$ cat src/design/dimcal_pkg.sv
// constants, register map and types of the dimming and calibration controller
// Function
// - outside limp-home the current target follows the eight-bit software dimming level
// - limp-home is active while the limp-home input is high
// - switching needs both PWM input and enable input high, limp-home included
// - in limp-home the dimming level comes from the level-setting pin
// - outside limp-home the level-setting pin is ignored entirely
// - in limp-home, pin below stop level stops switching, zero current
// - gate drivers on while PWM input high, off while low
// - with PWM low the mode readback keeps the last mode seen while high
// - start written high with calibration enabled runs the offset routine
// - done flag set when the routine ends, about 200 us later
// - calibration enabled: routine result applied and read back as calibration value
// - calibration disabled: software value applied and read back, start refused
// - gate drivers off on external gate supply undervoltage, and on internal undervoltage outside limp-home
// - in limp-home, internal gate supply undervoltage does not affect switching
`default_nettype none
package dimcal_pkg;
   // register byte offsets
   localparam logic [7:0] OFF_ANALOG_DIM = 8'h00;
   localparam logic [7:0] OFF_DEV_CTRL = 8'h04;
   localparam logic [7:0] OFF_CUR_CAL = 8'h08;
   localparam logic [7:0] OFF_STATUS = 8'h0C;
   localparam logic [7:0] OFF_IRQ_STATUS = 8'h10;
   localparam logic [7:0] OFF_IRQ_MASK = 8'h14;
   // field positions
   localparam int CAL_EN_BIT = 0;
   localparam int CAL_START_BIT = 0;
   localparam int CAL_DONE_BIT = 1;
   localparam int CAL_BUSY_BIT = 2;
   localparam int CAL_VAL_LSB = 8;
   localparam int ST_SWITCH_BIT = 0;
   localparam int ST_GATE_BIT = 1;
   localparam int ST_LIMP_BIT = 2;
   localparam int ST_MODE_LSB = 4;
   localparam int EV_CAL_DONE = 0;
   localparam int EV_GATE_UV = 1;
   localparam int EV_LIMP = 2;
   localparam int NUM_EV = 3;
   // reset values
   localparam logic [7:0] RST_DIM_LEVEL = 8'hFF;
   localparam logic [7:0] RST_CAL_VALUE = 8'h00;
   localparam logic [NUM_EV-1:0] RST_IRQ_MASK = 3'h0;
   localparam logic [1:0] RST_MODE = 2'h0;
   // avalon response codes
   localparam logic [1:0] RESP_OKAY = 2'h0;
   localparam logic [1:0] RESP_SLVERR = 2'h2;
   // calibration routine duration
   localparam int CLK_MHZ = 250;
   localparam int CAL_TIME_US = 200;
   localparam int CAL_CYCLES_DEF = CAL_TIME_US * CLK_MHZ;
   localparam int CAL_CNT_W = 16;

   typedef enum logic [0:0] {ENG_IDLE, ENG_RUN} eng_state_t;
endpackage
`default_nettype wire

$ cat src/design/cal_if.sv
// handshake between the register front end and the calibration engine
`default_nettype none
interface cal_if;
   logic start;
   logic busy;
   logic done;
   logic [7:0] result;
   modport ctrl (output start, input busy, input done, input result);
   modport eng (input start, output busy, output done, output result);
endinterface
`default_nettype wire

$ cat src/design/cal_engine.sv
// offset calibration routine: timed run that captures the measured offset
`default_nettype none
module cal_engine
   import dimcal_pkg::*;
#(
   parameter int unsigned CAL_CYCLES = CAL_CYCLES_DEF
) (
   input wire logic clk,
   input wire logic rst_n,
   input wire logic [7:0] meas,
   cal_if.eng cal
);
   typedef struct packed {
      eng_state_t st;
      logic [CAL_CNT_W-1:0] cnt;
      logic done;
      logic [7:0] result;
   } eng_t;

   eng_t cur;
   eng_t nxt;
   localparam logic [CAL_CNT_W-1:0] LAST = CAL_CNT_W'(CAL_CYCLES - 1);

   // run the routine for the full duration, then latch the offset
   always_comb begin
      nxt = cur;
      nxt.done = 1'b0;
      case (cur.st)
         ENG_IDLE: begin
            if (cal.start) begin
               nxt.st = ENG_RUN;
               nxt.cnt = '0;
            end
         end
         ENG_RUN: begin
            if (cur.cnt == LAST) begin
               nxt.st = ENG_IDLE;
               nxt.done = 1'b1;
               nxt.result = meas;
            end else begin
               nxt.cnt = cur.cnt + 1'b1;
            end
         end
         default: nxt.st = ENG_IDLE;
      endcase
   end

   always_ff @(posedge clk or negedge rst_n) begin
      if (!rst_n) begin
         cur <= '{ENG_IDLE, '0, 1'b0, RST_CAL_VALUE};
      end else begin
         cur <= nxt;
      end
   end

   assign cal.busy = (cur.st == ENG_RUN);
   assign cal.done = cur.done;
   assign cal.result = cur.result;
endmodule
`default_nettype wire

$ cat src/design/led_dimming_calibration_ctrl.sv
// analog dimming, limp-home, switching gate and calibration control with avalon registers
//
// The implementer's own choices: register access over Avalon-MM and the register addresses.
`default_nettype none
module led_dimming_calibration_ctrl
   import dimcal_pkg::*;
#(
   parameter int unsigned CAL_CYCLES = CAL_CYCLES_DEF
) (
   input wire logic CLK,
   input wire logic RST_B,
   input wire logic [7:0] AVS_ADDRESS,
   input wire logic AVS_READ,
   input wire logic AVS_WRITE,
   input wire logic [31:0] AVS_WRITEDATA,
   input wire logic [3:0] AVS_BYTEENABLE,
   output logic [31:0] AVS_READDATA,
   output logic [1:0] AVS_RESPONSE,
   output logic AVS_WAITREQUEST,
   input wire logic PWM_DIM_IN,
   input wire logic LIMP_HOME_IN,
   input wire logic ENABLE_UV_IN,
   input wire logic GATE_SUPPLY_INT_UV,
   input wire logic GATE_SUPPLY_EXT_UV,
   input wire logic [7:0] SET_PIN_LEVEL,
   input wire logic SET_PIN_BELOW_STOP,
   input wire logic [1:0] REG_MODE_IN,
   input wire logic [7:0] CAL_OFFSET_MEAS,
   output logic [7:0] DIM_TARGET,
   output logic [7:0] CAL_APPLIED,
   output logic SWITCH_EN,
   output logic GATE_DRV_EN,
   output logic IRQ
);
   typedef struct packed {
      logic ack;
      logic [31:0] rdata;
      logic [1:0] resp;
      logic [7:0] dim_level;
      logic cal_enable;
      logic [7:0] sw_cal;
      logic cal_done_flag;
      logic [NUM_EV-1:0] irq_status;
      logic [NUM_EV-1:0] irq_mask;
      logic [1:0] mode_hold;
      logic limp_prev;
      logic uv_prev;
      logic [7:0] dim_target;
      logic [7:0] cal_applied;
      logic switch_en;
      logic gate_en;
   } ctrl_t;

   ctrl_t cur;
   ctrl_t next_cur;
   logic [1:0] rst_sync;
   logic rst_n;
   cal_if cal ();

   function automatic logic hit(input logic [7:0] addr, input logic [7:0] off);
      hit = (addr == off);
   endfunction

   function automatic logic mapped(input logic [7:0] addr);
      mapped = hit(addr, OFF_ANALOG_DIM) | hit(addr, OFF_DEV_CTRL) | hit(addr, OFF_CUR_CAL)
         | hit(addr, OFF_STATUS) | hit(addr, OFF_IRQ_STATUS) | hit(addr, OFF_IRQ_MASK);
   endfunction

   // reset release through two flops, assertion stays asynchronous
   always_ff @(posedge CLK or negedge RST_B) begin
      if (!RST_B) begin
         rst_sync <= 2'h0;
      end else begin
         rst_sync <= {rst_sync[0], 1'b1};
      end
   end
   assign rst_n = rst_sync[1];

   cal_engine #(
      .CAL_CYCLES(CAL_CYCLES)
   ) u_engine (
      .clk(CLK),
      .rst_n(rst_n),
      .meas(CAL_OFFSET_MEAS),
      .cal(cal.eng)
   );

   logic req;
   logic wr_go;
   logic rd_go;
   logic limp;
   logic uv_block;
   logic gate_on;
   logic sw_on;
   logic start_ok;
   logic [NUM_EV-1:0] events;
   logic [NUM_EV-1:0] irq_next;
   logic [31:0] rd_val;
   logic clr_rd;

   // bus strobe is accepted on the second cycle of each request
   assign req = AVS_READ | AVS_WRITE;
   assign wr_go = AVS_WRITE & cur.ack;
   assign rd_go = AVS_READ & cur.ack;
   // answer edge of a read of the sticky status
   assign clr_rd = rd_go & hit(AVS_ADDRESS, OFF_IRQ_STATUS);

   // switching permission from the pins
   assign limp = LIMP_HOME_IN;
   // internal supply monitor is masked in limp-home
   assign uv_block = GATE_SUPPLY_EXT_UV | (GATE_SUPPLY_INT_UV & ~limp);
   assign gate_on = PWM_DIM_IN & ~uv_block;
   // stop level on the set pin only counts in limp-home
   assign sw_on = gate_on & ENABLE_UV_IN & ~(limp & SET_PIN_BELOW_STOP);

   // a start is honoured only with calibration enabled and the engine idle
   assign start_ok = wr_go & hit(AVS_ADDRESS, OFF_CUR_CAL) & AVS_BYTEENABLE[0]
      & AVS_WRITEDATA[CAL_START_BIT] & cur.cal_enable & ~cal.busy;
   assign cal.start = start_ok;

   // interrupt sources
   always_comb begin
      events = '0;
      events[EV_CAL_DONE] = cal.done;
      events[EV_GATE_UV] = uv_block & ~cur.uv_prev;
      events[EV_LIMP] = limp & ~cur.limp_prev;
   end

   // sticky bits: a read clears only what it reported, so an event landing
   // between the capture edge and the answer edge waits for the next read
   for (genvar g = 0; g < NUM_EV; g++) begin : g_sticky
      assign irq_next[g] = events[g] | (cur.irq_status[g] & ~(clr_rd & cur.rdata[g]));
   end

   // read multiplexer, unmapped addresses read zero
   always_comb begin
      rd_val = 32'h0;
      if (hit(AVS_ADDRESS, OFF_ANALOG_DIM)) begin
         rd_val[7:0] = cur.dim_level;
      end else if (hit(AVS_ADDRESS, OFF_DEV_CTRL)) begin
         rd_val[CAL_EN_BIT] = cur.cal_enable;
      end else if (hit(AVS_ADDRESS, OFF_CUR_CAL)) begin
         rd_val[CAL_DONE_BIT] = cur.cal_done_flag;
         rd_val[CAL_BUSY_BIT] = cal.busy;
         rd_val[CAL_VAL_LSB +: 8] = cur.cal_applied;
      end else if (hit(AVS_ADDRESS, OFF_STATUS)) begin
         rd_val[ST_SWITCH_BIT] = cur.switch_en;
         rd_val[ST_GATE_BIT] = cur.gate_en;
         rd_val[ST_LIMP_BIT] = limp;
         rd_val[ST_MODE_LSB +: 2] = cur.mode_hold;
      end else if (hit(AVS_ADDRESS, OFF_IRQ_STATUS)) begin
         rd_val[NUM_EV-1:0] = cur.irq_status;
      end else if (hit(AVS_ADDRESS, OFF_IRQ_MASK)) begin
         rd_val[NUM_EV-1:0] = cur.irq_mask;
      end
   end

   // next state of the whole controller
   always_comb begin
      next_cur = cur;
      // one wait cycle, then the answer; ack drops so a held request restarts cleanly
      next_cur.ack = req & ~cur.ack;
      if (req & ~cur.ack) begin
         next_cur.rdata = AVS_READ ? rd_val : 32'h0;
         next_cur.resp = mapped(AVS_ADDRESS) ? RESP_OKAY : RESP_SLVERR;
      end
      // register writes
      if (wr_go) begin
         if (hit(AVS_ADDRESS, OFF_ANALOG_DIM) && AVS_BYTEENABLE[0]) begin
            next_cur.dim_level = AVS_WRITEDATA[7:0];
         end
         if (hit(AVS_ADDRESS, OFF_DEV_CTRL) && AVS_BYTEENABLE[0]) begin
            next_cur.cal_enable = AVS_WRITEDATA[CAL_EN_BIT];
         end
         if (hit(AVS_ADDRESS, OFF_CUR_CAL) && AVS_BYTEENABLE[1]) begin
            next_cur.sw_cal = AVS_WRITEDATA[CAL_VAL_LSB +: 8];
         end
         if (hit(AVS_ADDRESS, OFF_IRQ_MASK) && AVS_BYTEENABLE[0]) begin
            next_cur.irq_mask = AVS_WRITEDATA[NUM_EV-1:0];
         end
      end
      // done flag: cleared by a new run, set by the engine; set wins
      if (start_ok) begin
         next_cur.cal_done_flag = 1'b0;
      end
      if (cal.done) begin
         next_cur.cal_done_flag = 1'b1;
      end
      // sticky status, read clear worked out per bit above; set wins
      next_cur.irq_status = irq_next;
      next_cur.limp_prev = limp;
      next_cur.uv_prev = uv_block;
      // mode readback frozen while pwm is low
      if (PWM_DIM_IN) begin
         next_cur.mode_hold = REG_MODE_IN;
      end
      // dimming source: set pin only in limp-home, otherwise software level
      next_cur.dim_target = limp ? SET_PIN_LEVEL : cur.dim_level;
      // applied calibration follows the enable bit
      next_cur.cal_applied = cur.cal_enable ? cal.result : cur.sw_cal;
      next_cur.switch_en = sw_on;
      next_cur.gate_en = gate_on;
   end

   always_ff @(posedge CLK or negedge rst_n) begin
      if (!rst_n) begin
         cur <= '{
            ack: 1'b0,
            rdata: 32'h0,
            resp: RESP_OKAY,
            dim_level: RST_DIM_LEVEL,
            cal_enable: 1'b0,
            sw_cal: RST_CAL_VALUE,
            cal_done_flag: 1'b0,
            irq_status: '0,
            irq_mask: RST_IRQ_MASK,
            mode_hold: RST_MODE,
            limp_prev: 1'b0,
            uv_prev: 1'b0,
            dim_target: RST_DIM_LEVEL,
            cal_applied: RST_CAL_VALUE,
            switch_en: 1'b0,
            gate_en: 1'b0
         };
      end else begin
         cur <= next_cur;
      end
   end

   // outputs
   assign AVS_WAITREQUEST = req & ~cur.ack;
   assign AVS_READDATA = cur.rdata;
   assign AVS_RESPONSE = cur.resp;
   assign DIM_TARGET = cur.dim_target;
   assign CAL_APPLIED = cur.cal_applied;
   assign SWITCH_EN = cur.switch_en;
   assign GATE_DRV_EN = cur.gate_en;
   assign IRQ = |(cur.irq_status & cur.irq_mask);
endmodule
`default_nettype wire

$ cat config.mk
export PLATFORM = sky130hd
export DESIGN_NAME = led_dimming_calibration_ctrl
export DESIGN_NICKNAME = d
export VERILOG_FILES = /design/src/design/dimcal_pkg.sv /design/src/design/cal_if.sv /design/src/design/cal_engine.sv /design/src/design/led_dimming_calibration_ctrl.sv
export SDC_FILE = /design/constraint.sdc
export NUM_CORES = 1
export LEC_CHECK = 0
export BUFFER_PORTS_ARGS = -buffer_cell sky130_fd_sc_hd__buf_2
export CAP_MARGIN = 20
export CORE_MARGIN = 2
export CORE_UTILIZATION = 49
export CTS_BUF_LIST = sky130_fd_sc_hd__clkbuf_4
export DETAILED_ROUTE_END_ITERATION = 16
export GPL_TIMING_DRIVEN = 0
export PLACE_DENSITY = 0.76
export SLEW_MARGIN = 0
export SYNTH_ARGS = -nofsm -noshare
export SYNTH_HDL_FRONTEND = slang
export SYNTH_SLANG_ARGS = --single-unit
$ cat constraint.sdc
create_clock -name CLK -period 2.57 [get_ports CLK]
set_input_delay 0.514 -clock CLK [delete_from_list [all_inputs] [get_ports CLK]]
set_output_delay 0.514 -clock CLK [all_outputs]
set_load 0.1 [all_outputs]
==> results.txt, run 1 <==
Final worst setup slack: 0.169 ns
Worst-path maximum fanout: 10
Status: complete, no violations
Routed vias/inst: 5.22
Post-synth cell types: 57
Total CTS buffers: 9
Layout cells sized above 1: 48.1%
Hold Vio Cnt, Final: 0
Reg2Reg Launch Point: u_engine.cur[20]
WL per Instance: 15.4 µm
WS Path Type: register to register
Total number of vias: 3099
Die Area: 9730 µm²
Placed cell area: 5060 µm²
Sequential area share after synthesis: 52.9%
GP Congestion: 0.847
Initial antenna violation count: 0
Clock transition at path regs: 0.16 ns
Mean Syn Cell Area: 12.1 µm²
Die width: 98.7 µm
Number of diodes: 0
Most used DFF post-synth: dfrtp_1
Area of the multi-input gates: 1650 µm²
Pin count of the biggest net entering global routing: 72
Post-DP HPWL: 6.78 mm
Min-delay src: LIMP_HOME_IN
Final instance area: 5220 µm²
Peak VDD IR: 0.000247 V
Chip height: 98.7 µm
Cell with the most instances after synthesis: dfrtp_1
Pleak: 0.00268 µW
Most frequent cells after synthesis: 76 x dfrtp_1, 51 x buf_4, 38 x mux2_2
Max Fclk: 0.416 GHz
Post-Synthesis Cells: 363
Starting Density: 50.3%
CP Cell Sequence: or4b_2 > o41ai_2 > buf_2 > o21ai_1 > o221ai_1
RSZ-0062 raised after global routing: false
Clk_skew: 0.0225 ns
CP Capture Type: register
Worst R2R Path Depth: 5
Critical path arrival: 2.75 ns
Critical Path Source Type: register
Iteration-0 DRC Markers: 111
Root Buffer: clkbuf_4
Overall Power: 2750 µW
Synth Register Bits: 92
Synth area leaders: dfrtp_1 43%, mux2_2 9.7%, dfstp_2 9.6%
Worst Hold End: cur[19]
Row Count: 34
Final ANT Viol Nets: 0
R2R Setup Slk: 0.17 ns
FILL cells: 724
YS warnings: 0
Final nets: 554
Final wirelength: 9.17 mm
Number of detailed-route iterations in the first pass: 4
Final slew viol count: 0
Clk_lat worst skew: 0.44 ns
CP max stage cell: or4b_2
IO buf count: 88
WHS: 0.189 ns
Setup Viol. Count Final: 0
Max-Slew Margin vs Limit: 42.5%
GR Overflow Total: 0
Area share of the largest cell type after synthesis: 43.3%
First-pass GRT wire length: 15.1 mm
Register area: 2330 µm²
Area delta synth->final: 19.0%
Power Dens Cells: 526 nW/µm²
Pre-CTS WS: -0.229 ns
Async SR Flop Fraction: 100%
Clock sinks: 92
Core Area: 8720 µm²
Number of synthesized flops with an enable pin: 0
Min cycle time layout: 2.40 ns
Hold WC Path Type: input pin to register
DRC: 0
Leading area contributor after synthesis: dfrtp_1
Synth Cell Area: 4390 µm²
Max incr delay on CP: 0.74 ns
Vias in the first global route: 3073
Number of max-cap violations: 0
CTS tree: yes
Setup_tns: 0 ns
Crit share post-route: 93.4%
Req. time, crit path: 2.92 ns
H-tree levels: 3
CTS Buffer Depth: 2
Hold Crit Depth: 1
End of the worst register-to-register path: u_engine.cur[23]
Gr usage total: 19.4%
IO Pins: 126
Worst Max-Slew Pin Slew: 0.855 ns
==> worst max path at each step <==
stage | start | end | slack (ns) | cells past startpoint
detailed placement | AVS_ADDRESS[1] | cur[43] | -0.23 | 6
finish | u_engine.cur[20] | u_engine.cur[23] | 0.17 | 5
floorplan | AVS_ADDRESS[1] | cur[29] | 0.13 | 7
global route | u_engine.cur[20] | u_engine.cur[23] | 0.06 | 5
CTS | cur[80] | AVS_WAITREQUEST | 0.13 | 4
global placement | AVS_ADDRESS[1] | cur[44] | -0.24 | 6
==> logic make-up (layout without fill, tap and decap cells) <==
| logic type | count (synthesis) | after routing | share of synthesized area, % |
|---|---|---|---|
| other cells | 2 | 18 | 0.171 |
| fa+ha+maj | 1 | 1 | 0.285 |
| xor+xnor | 4 | 4 | 0.798 |
| buf+inv | 74 | 181 | 10.9 |
| compound gates | 53 | 53 | 8.66 |
| simple gates | 84 | 84 | 12.2 |
| mux | 53 | 53 | 14.1 |
| flops | 92 | 92 | 52.9 |
==> what timing repair did <==
action	4_1_cts	5_1_grt
gates resized for setup	2	2
hold buffers	1	0
gates cloned	0	0
setup buffers	0	0
endpoints found under the hold margin	2	0
setup endpoints to repair	1	1
==> critical path, delay by kind of cell, from the launching register on <==
kind                   cells  cell delay (ns)
flip-flops                 1             0.47
AO/OA/AOI/OAI              3             0.85
buffers and inverters      1             0.28
AND/OR/NAND/NOR            1             0.74
==> cell type report <==
class / instances / area share [%]
Sequential cell: 92 / 44.5
Multi-Input combinational cell: 213 / 31.6
Buffer: 64 / 8.50
Inverter: 10 / 0.719
Clock inverter: 5 / 1.17
Timing Repair Buffer: 91 / 9.29
Clock buffer: 11 / 1.58
Tap cell: 108 / 2.59
==> power breakdown <==
part | leakage (µW) | total [µW] | switching, µW | internal, µW
sequential | 0.00119 | 1500 | 19.9 | 1480
combinational | 0.00143 | 423 | 313 | 109
clock | 0.0000697 | 824 | 502 | 322
==> stage by stage <==
step	util, %	instances
after CTS	59.9	594
after global routing	59.9	594
after global placement	57.6	575
after detailed placement	58.0	577
after floorplan	-	379
final	59.9	594
==> layer usage <==
metal	up-vias	global-route usage [%]	wire, µm
met1	1506	26.4	4050
met5	-	0	0
met2	96	31.7	4450
li1	1478	-	-
met4	0	7.48	216
met3	19	3.05	451
==> flip-flops by register name (all words and copies together) (netlist names) <==
signal,cells
rst_sync,2
GATE_DRV_EN,1
AVS_RESPONSE,1
u_engine.cur,16
u_engine.cal.busy,1
cur,29
DIM_TARGET,8
u_engine.cal.done,1
AVS_READDATA,16
u_engine.cal.result,8
CAL_APPLIED,8
SWITCH_EN,1
==> cell usage in the layout (no fill, tap or decap), types with 4 or more instances in the layout <==
cell,count
clkbuf_1,8
dfstp_2,16
a21oi_1,6
or3_1,5
nand2_1,15
nand3_1,12
o21ai_0,14
buf_4,52
mux2i_1,7
or4_1,4
mux2_2,38
a22o_1,11
nand4_1,7
dfrtp_1,75
conb_1,18
clkbuf_4,11
nor4_1,4
mux2_4,8
buf_2,91
and3_1,4
nor3_1,4
inv_1,10
nor2_1,7
Power figures use the tool's default switching activity.
==> inputs of run 2 (changes only) <==
--- a/config.mk
+++ b/config.mk
@@ -7,9 +7,10 @@
 export LEC_CHECK = 0
 export BUFFER_PORTS_ARGS = -buffer_cell sky130_fd_sc_hd__buf_2
 export CAP_MARGIN = 20
-export CORE_MARGIN = 2
+export CORE_MARGIN = 5
 export CORE_UTILIZATION = 49
 export CTS_BUF_LIST = sky130_fd_sc_hd__clkbuf_4
+export CTS_CLUSTER_DIAMETER = 150
 export DETAILED_ROUTE_END_ITERATION = 16
 export GPL_TIMING_DRIVEN = 0
 export PLACE_DENSITY = 0.76
==> run 2 against run 1 <==
Non-clock buffer count unchanged. Clock power decreased by 14%. Hold slack improved by 0.014 ns. Wire length increased by 3.1%. Sequential cell count unchanged. Power decreased by 4.2%.
==> results.txt, run 2 (synthesis gave the netlist of run 1 again) <==
Status: complete, no violations
Post-CTS Setup Inserts: 0
FILL cells: 732
Routed vias/inst: 5.26
Register area: 2330 µm²
Clk_skew: 0.00838 ns
WS Path Type: register to register
CP Capture Type: register
Root Buffer: clkbuf_4
CP max stage cell: or4b_2
Max incr delay on CP: 0.77 ns
Clock transition at path regs: 0.14 ns
Most common cell after layout, fill and taps aside: buf_2
Iteration-0 DRC Markers: 126
Setup Viol. Count Final: 0
Hold Crit Depth: 1
Die Area: 11000 µm²
Register with the most flip-flops: cur
Min-delay src: LIMP_HOME_IN
Peak VDD IR: 0.000261 V
Max Fclk: 0.411 GHz
Max reg flops: 29
Comb power frac: 15.9%
Worst Hold End: cur[19]
Row Count: 34
Clock sinks: 92
Power Dens Cells: 505 nW/µm²
First-pass GRT wire length: 16.0 mm
Final slew viol count: 0
Pint: 1790 µW
DRC: 0
Chip height: 105 µm
Sequential share of power: 57.1%
Vias in the first global route: 3219
GP Congestion: 0.871
Number of detailed-route iterations in the first pass: 4
End of the worst register-to-register path: u_engine.cur[23]
Sw Ratio: 31.8%
Area delta synth->final: 18.7%
Final ANT Viol Nets: 0
Hold Vio Cnt, Final: 0
Clock Power Share: 27.0%
Layout cells sized above 1: 47.9%
R2R Setup Slk: 0.14 ns
Reg2Reg Launch Point: u_engine.cur[20]
Number of max-cap violations: 0
Final instance area: 5210 µm²
Worst-path maximum fanout: 10
Area of the multi-input gates: 1660 µm²
CP Cell Sequence: or4b_2 > o41ai_4 > clkbuf_4 > o21ai_1 > o221ai_1
Critical path arrival: 2.78 ns
Req. time, crit path: 2.92 ns
Final nets: 554
Clk_lat worst skew: 0.43 ns
IO Pins: 126
Commonest non-fill, non-tap cells in the layout: 89 x buf_2, 75 x dfrtp_1, 52 x buf_4
Pre-CTS WS: -0.267 ns
Final worst setup slack: 0.139 ns
Worst Max-Slew Pin Slew: 0.814 ns
Total number of vias: 3126
Pleak: 0.00271 µW
Crit share post-route: 94.6%
Worst R2R Path Depth: 5
Initial antenna violation count: 0
Total CTS buffers: 9
Net Switching: 838 µW
Pin count of the biggest net entering global routing: 52
H-tree levels: 3
Min cycle time layout: 2.43 ns
Post-DP HPWL: 7.07 mm
CTS tree: yes
Critical Path Source Type: register
Hold WC Path Type: input pin to register
CTS Buffer Depth: 2
Core Area: 8720 µm²
Max-Slew Margin vs Limit: 45.3%
WL per Instance: 15.9 µm
GR Overflow Total: 0
IO buf count: 88
Gr usage total: 17.9%
Placed cell area: 5060 µm²
Starting Density: 50.3%
Die width: 105 µm
RSZ-0062 raised after global routing: false
Number of diodes: 0
Final wirelength: 9.45 mm
[run 2: worst max-delay path: cells and delay by family (launching register included)]
family | cells | cell delay [ns]
simple gates | 1 | 0.77
compound gates | 3 | 0.83
buf+inv | 1 | 0.28
flops | 1 | 0.48
[run 2: per-stage QoR]
step,instances,total power (µW),setup TNS (ns),hold slack (ns),util (%)
4_1_cts,593,2660,0,0.171,59.5
3_5_place_dp,576,1950,-4.02,0.302,58.0
6_report,594,2630,0,0.202,59.8
5_1_grt,594,2760,0,0.165,59.8
2_1_floorplan,379,1860,0,0.218,-
3_3_place_gp,575,1940,-3.30,0.299,57.6
[run 2: timing repair]
action	CTS	global route
hold endpoints to repair	2	0
pin swaps	0	0
gates resized for setup	2	4
endpoints found under the setup margin	1	4
gates cloned	0	0
hold buffers	1	0
[run 2: layout make-up]
| type | count | area share [%] |
|---|---|---|
| Sequential cell | 92 | 44.6 |
| Clock buffer | 9 | 1.30 |
| Tap cell | 108 | 2.59 |
| Timing Repair Buffer | 91 | 9.31 |
| Multi-Input combinational cell | 213 | 31.9 |
| Clock inverter | 7 | 0.984 |
| Inverter | 10 | 0.720 |
| Buffer | 64 | 8.57 |
[run 2: layer usage]
metal,share of wire [%],track usage (%)
met1,42,23.2
met2,50,29.4
met5,0,0
met3,6.5,5.49
met4,1.1,4.84
[run 2: power groups by stage]
stage / logic [µW] / registers, µW / clock network [µW]
after global routing: 440 / 1510 / 807
after global placement: 391 / 1540 / 0
after floorplan: 311 / 1540 / 0
final: 418 / 1500 / 711
after CTS: 418 / 1510 / 736
after detailed placement: 414 / 1530 / 0
[run 2: worst max path at each step]
stage	start	cells past startpoint	slack (ns)	end
global placement	AVS_ADDRESS[1]	6	-0.21	cur[44]
global route	u_engine.cur[20]	5	0.03	u_engine.cur[23]
floorplan	AVS_ADDRESS[1]	7	0.13	cur[29]
detailed placement	AVS_ADDRESS[1]	6	-0.27	cur[44]
CTS	cur[80]	4	0.09	AVS_WAITREQUEST
finish	u_engine.cur[20]	5	0.14	u_engine.cur[23]
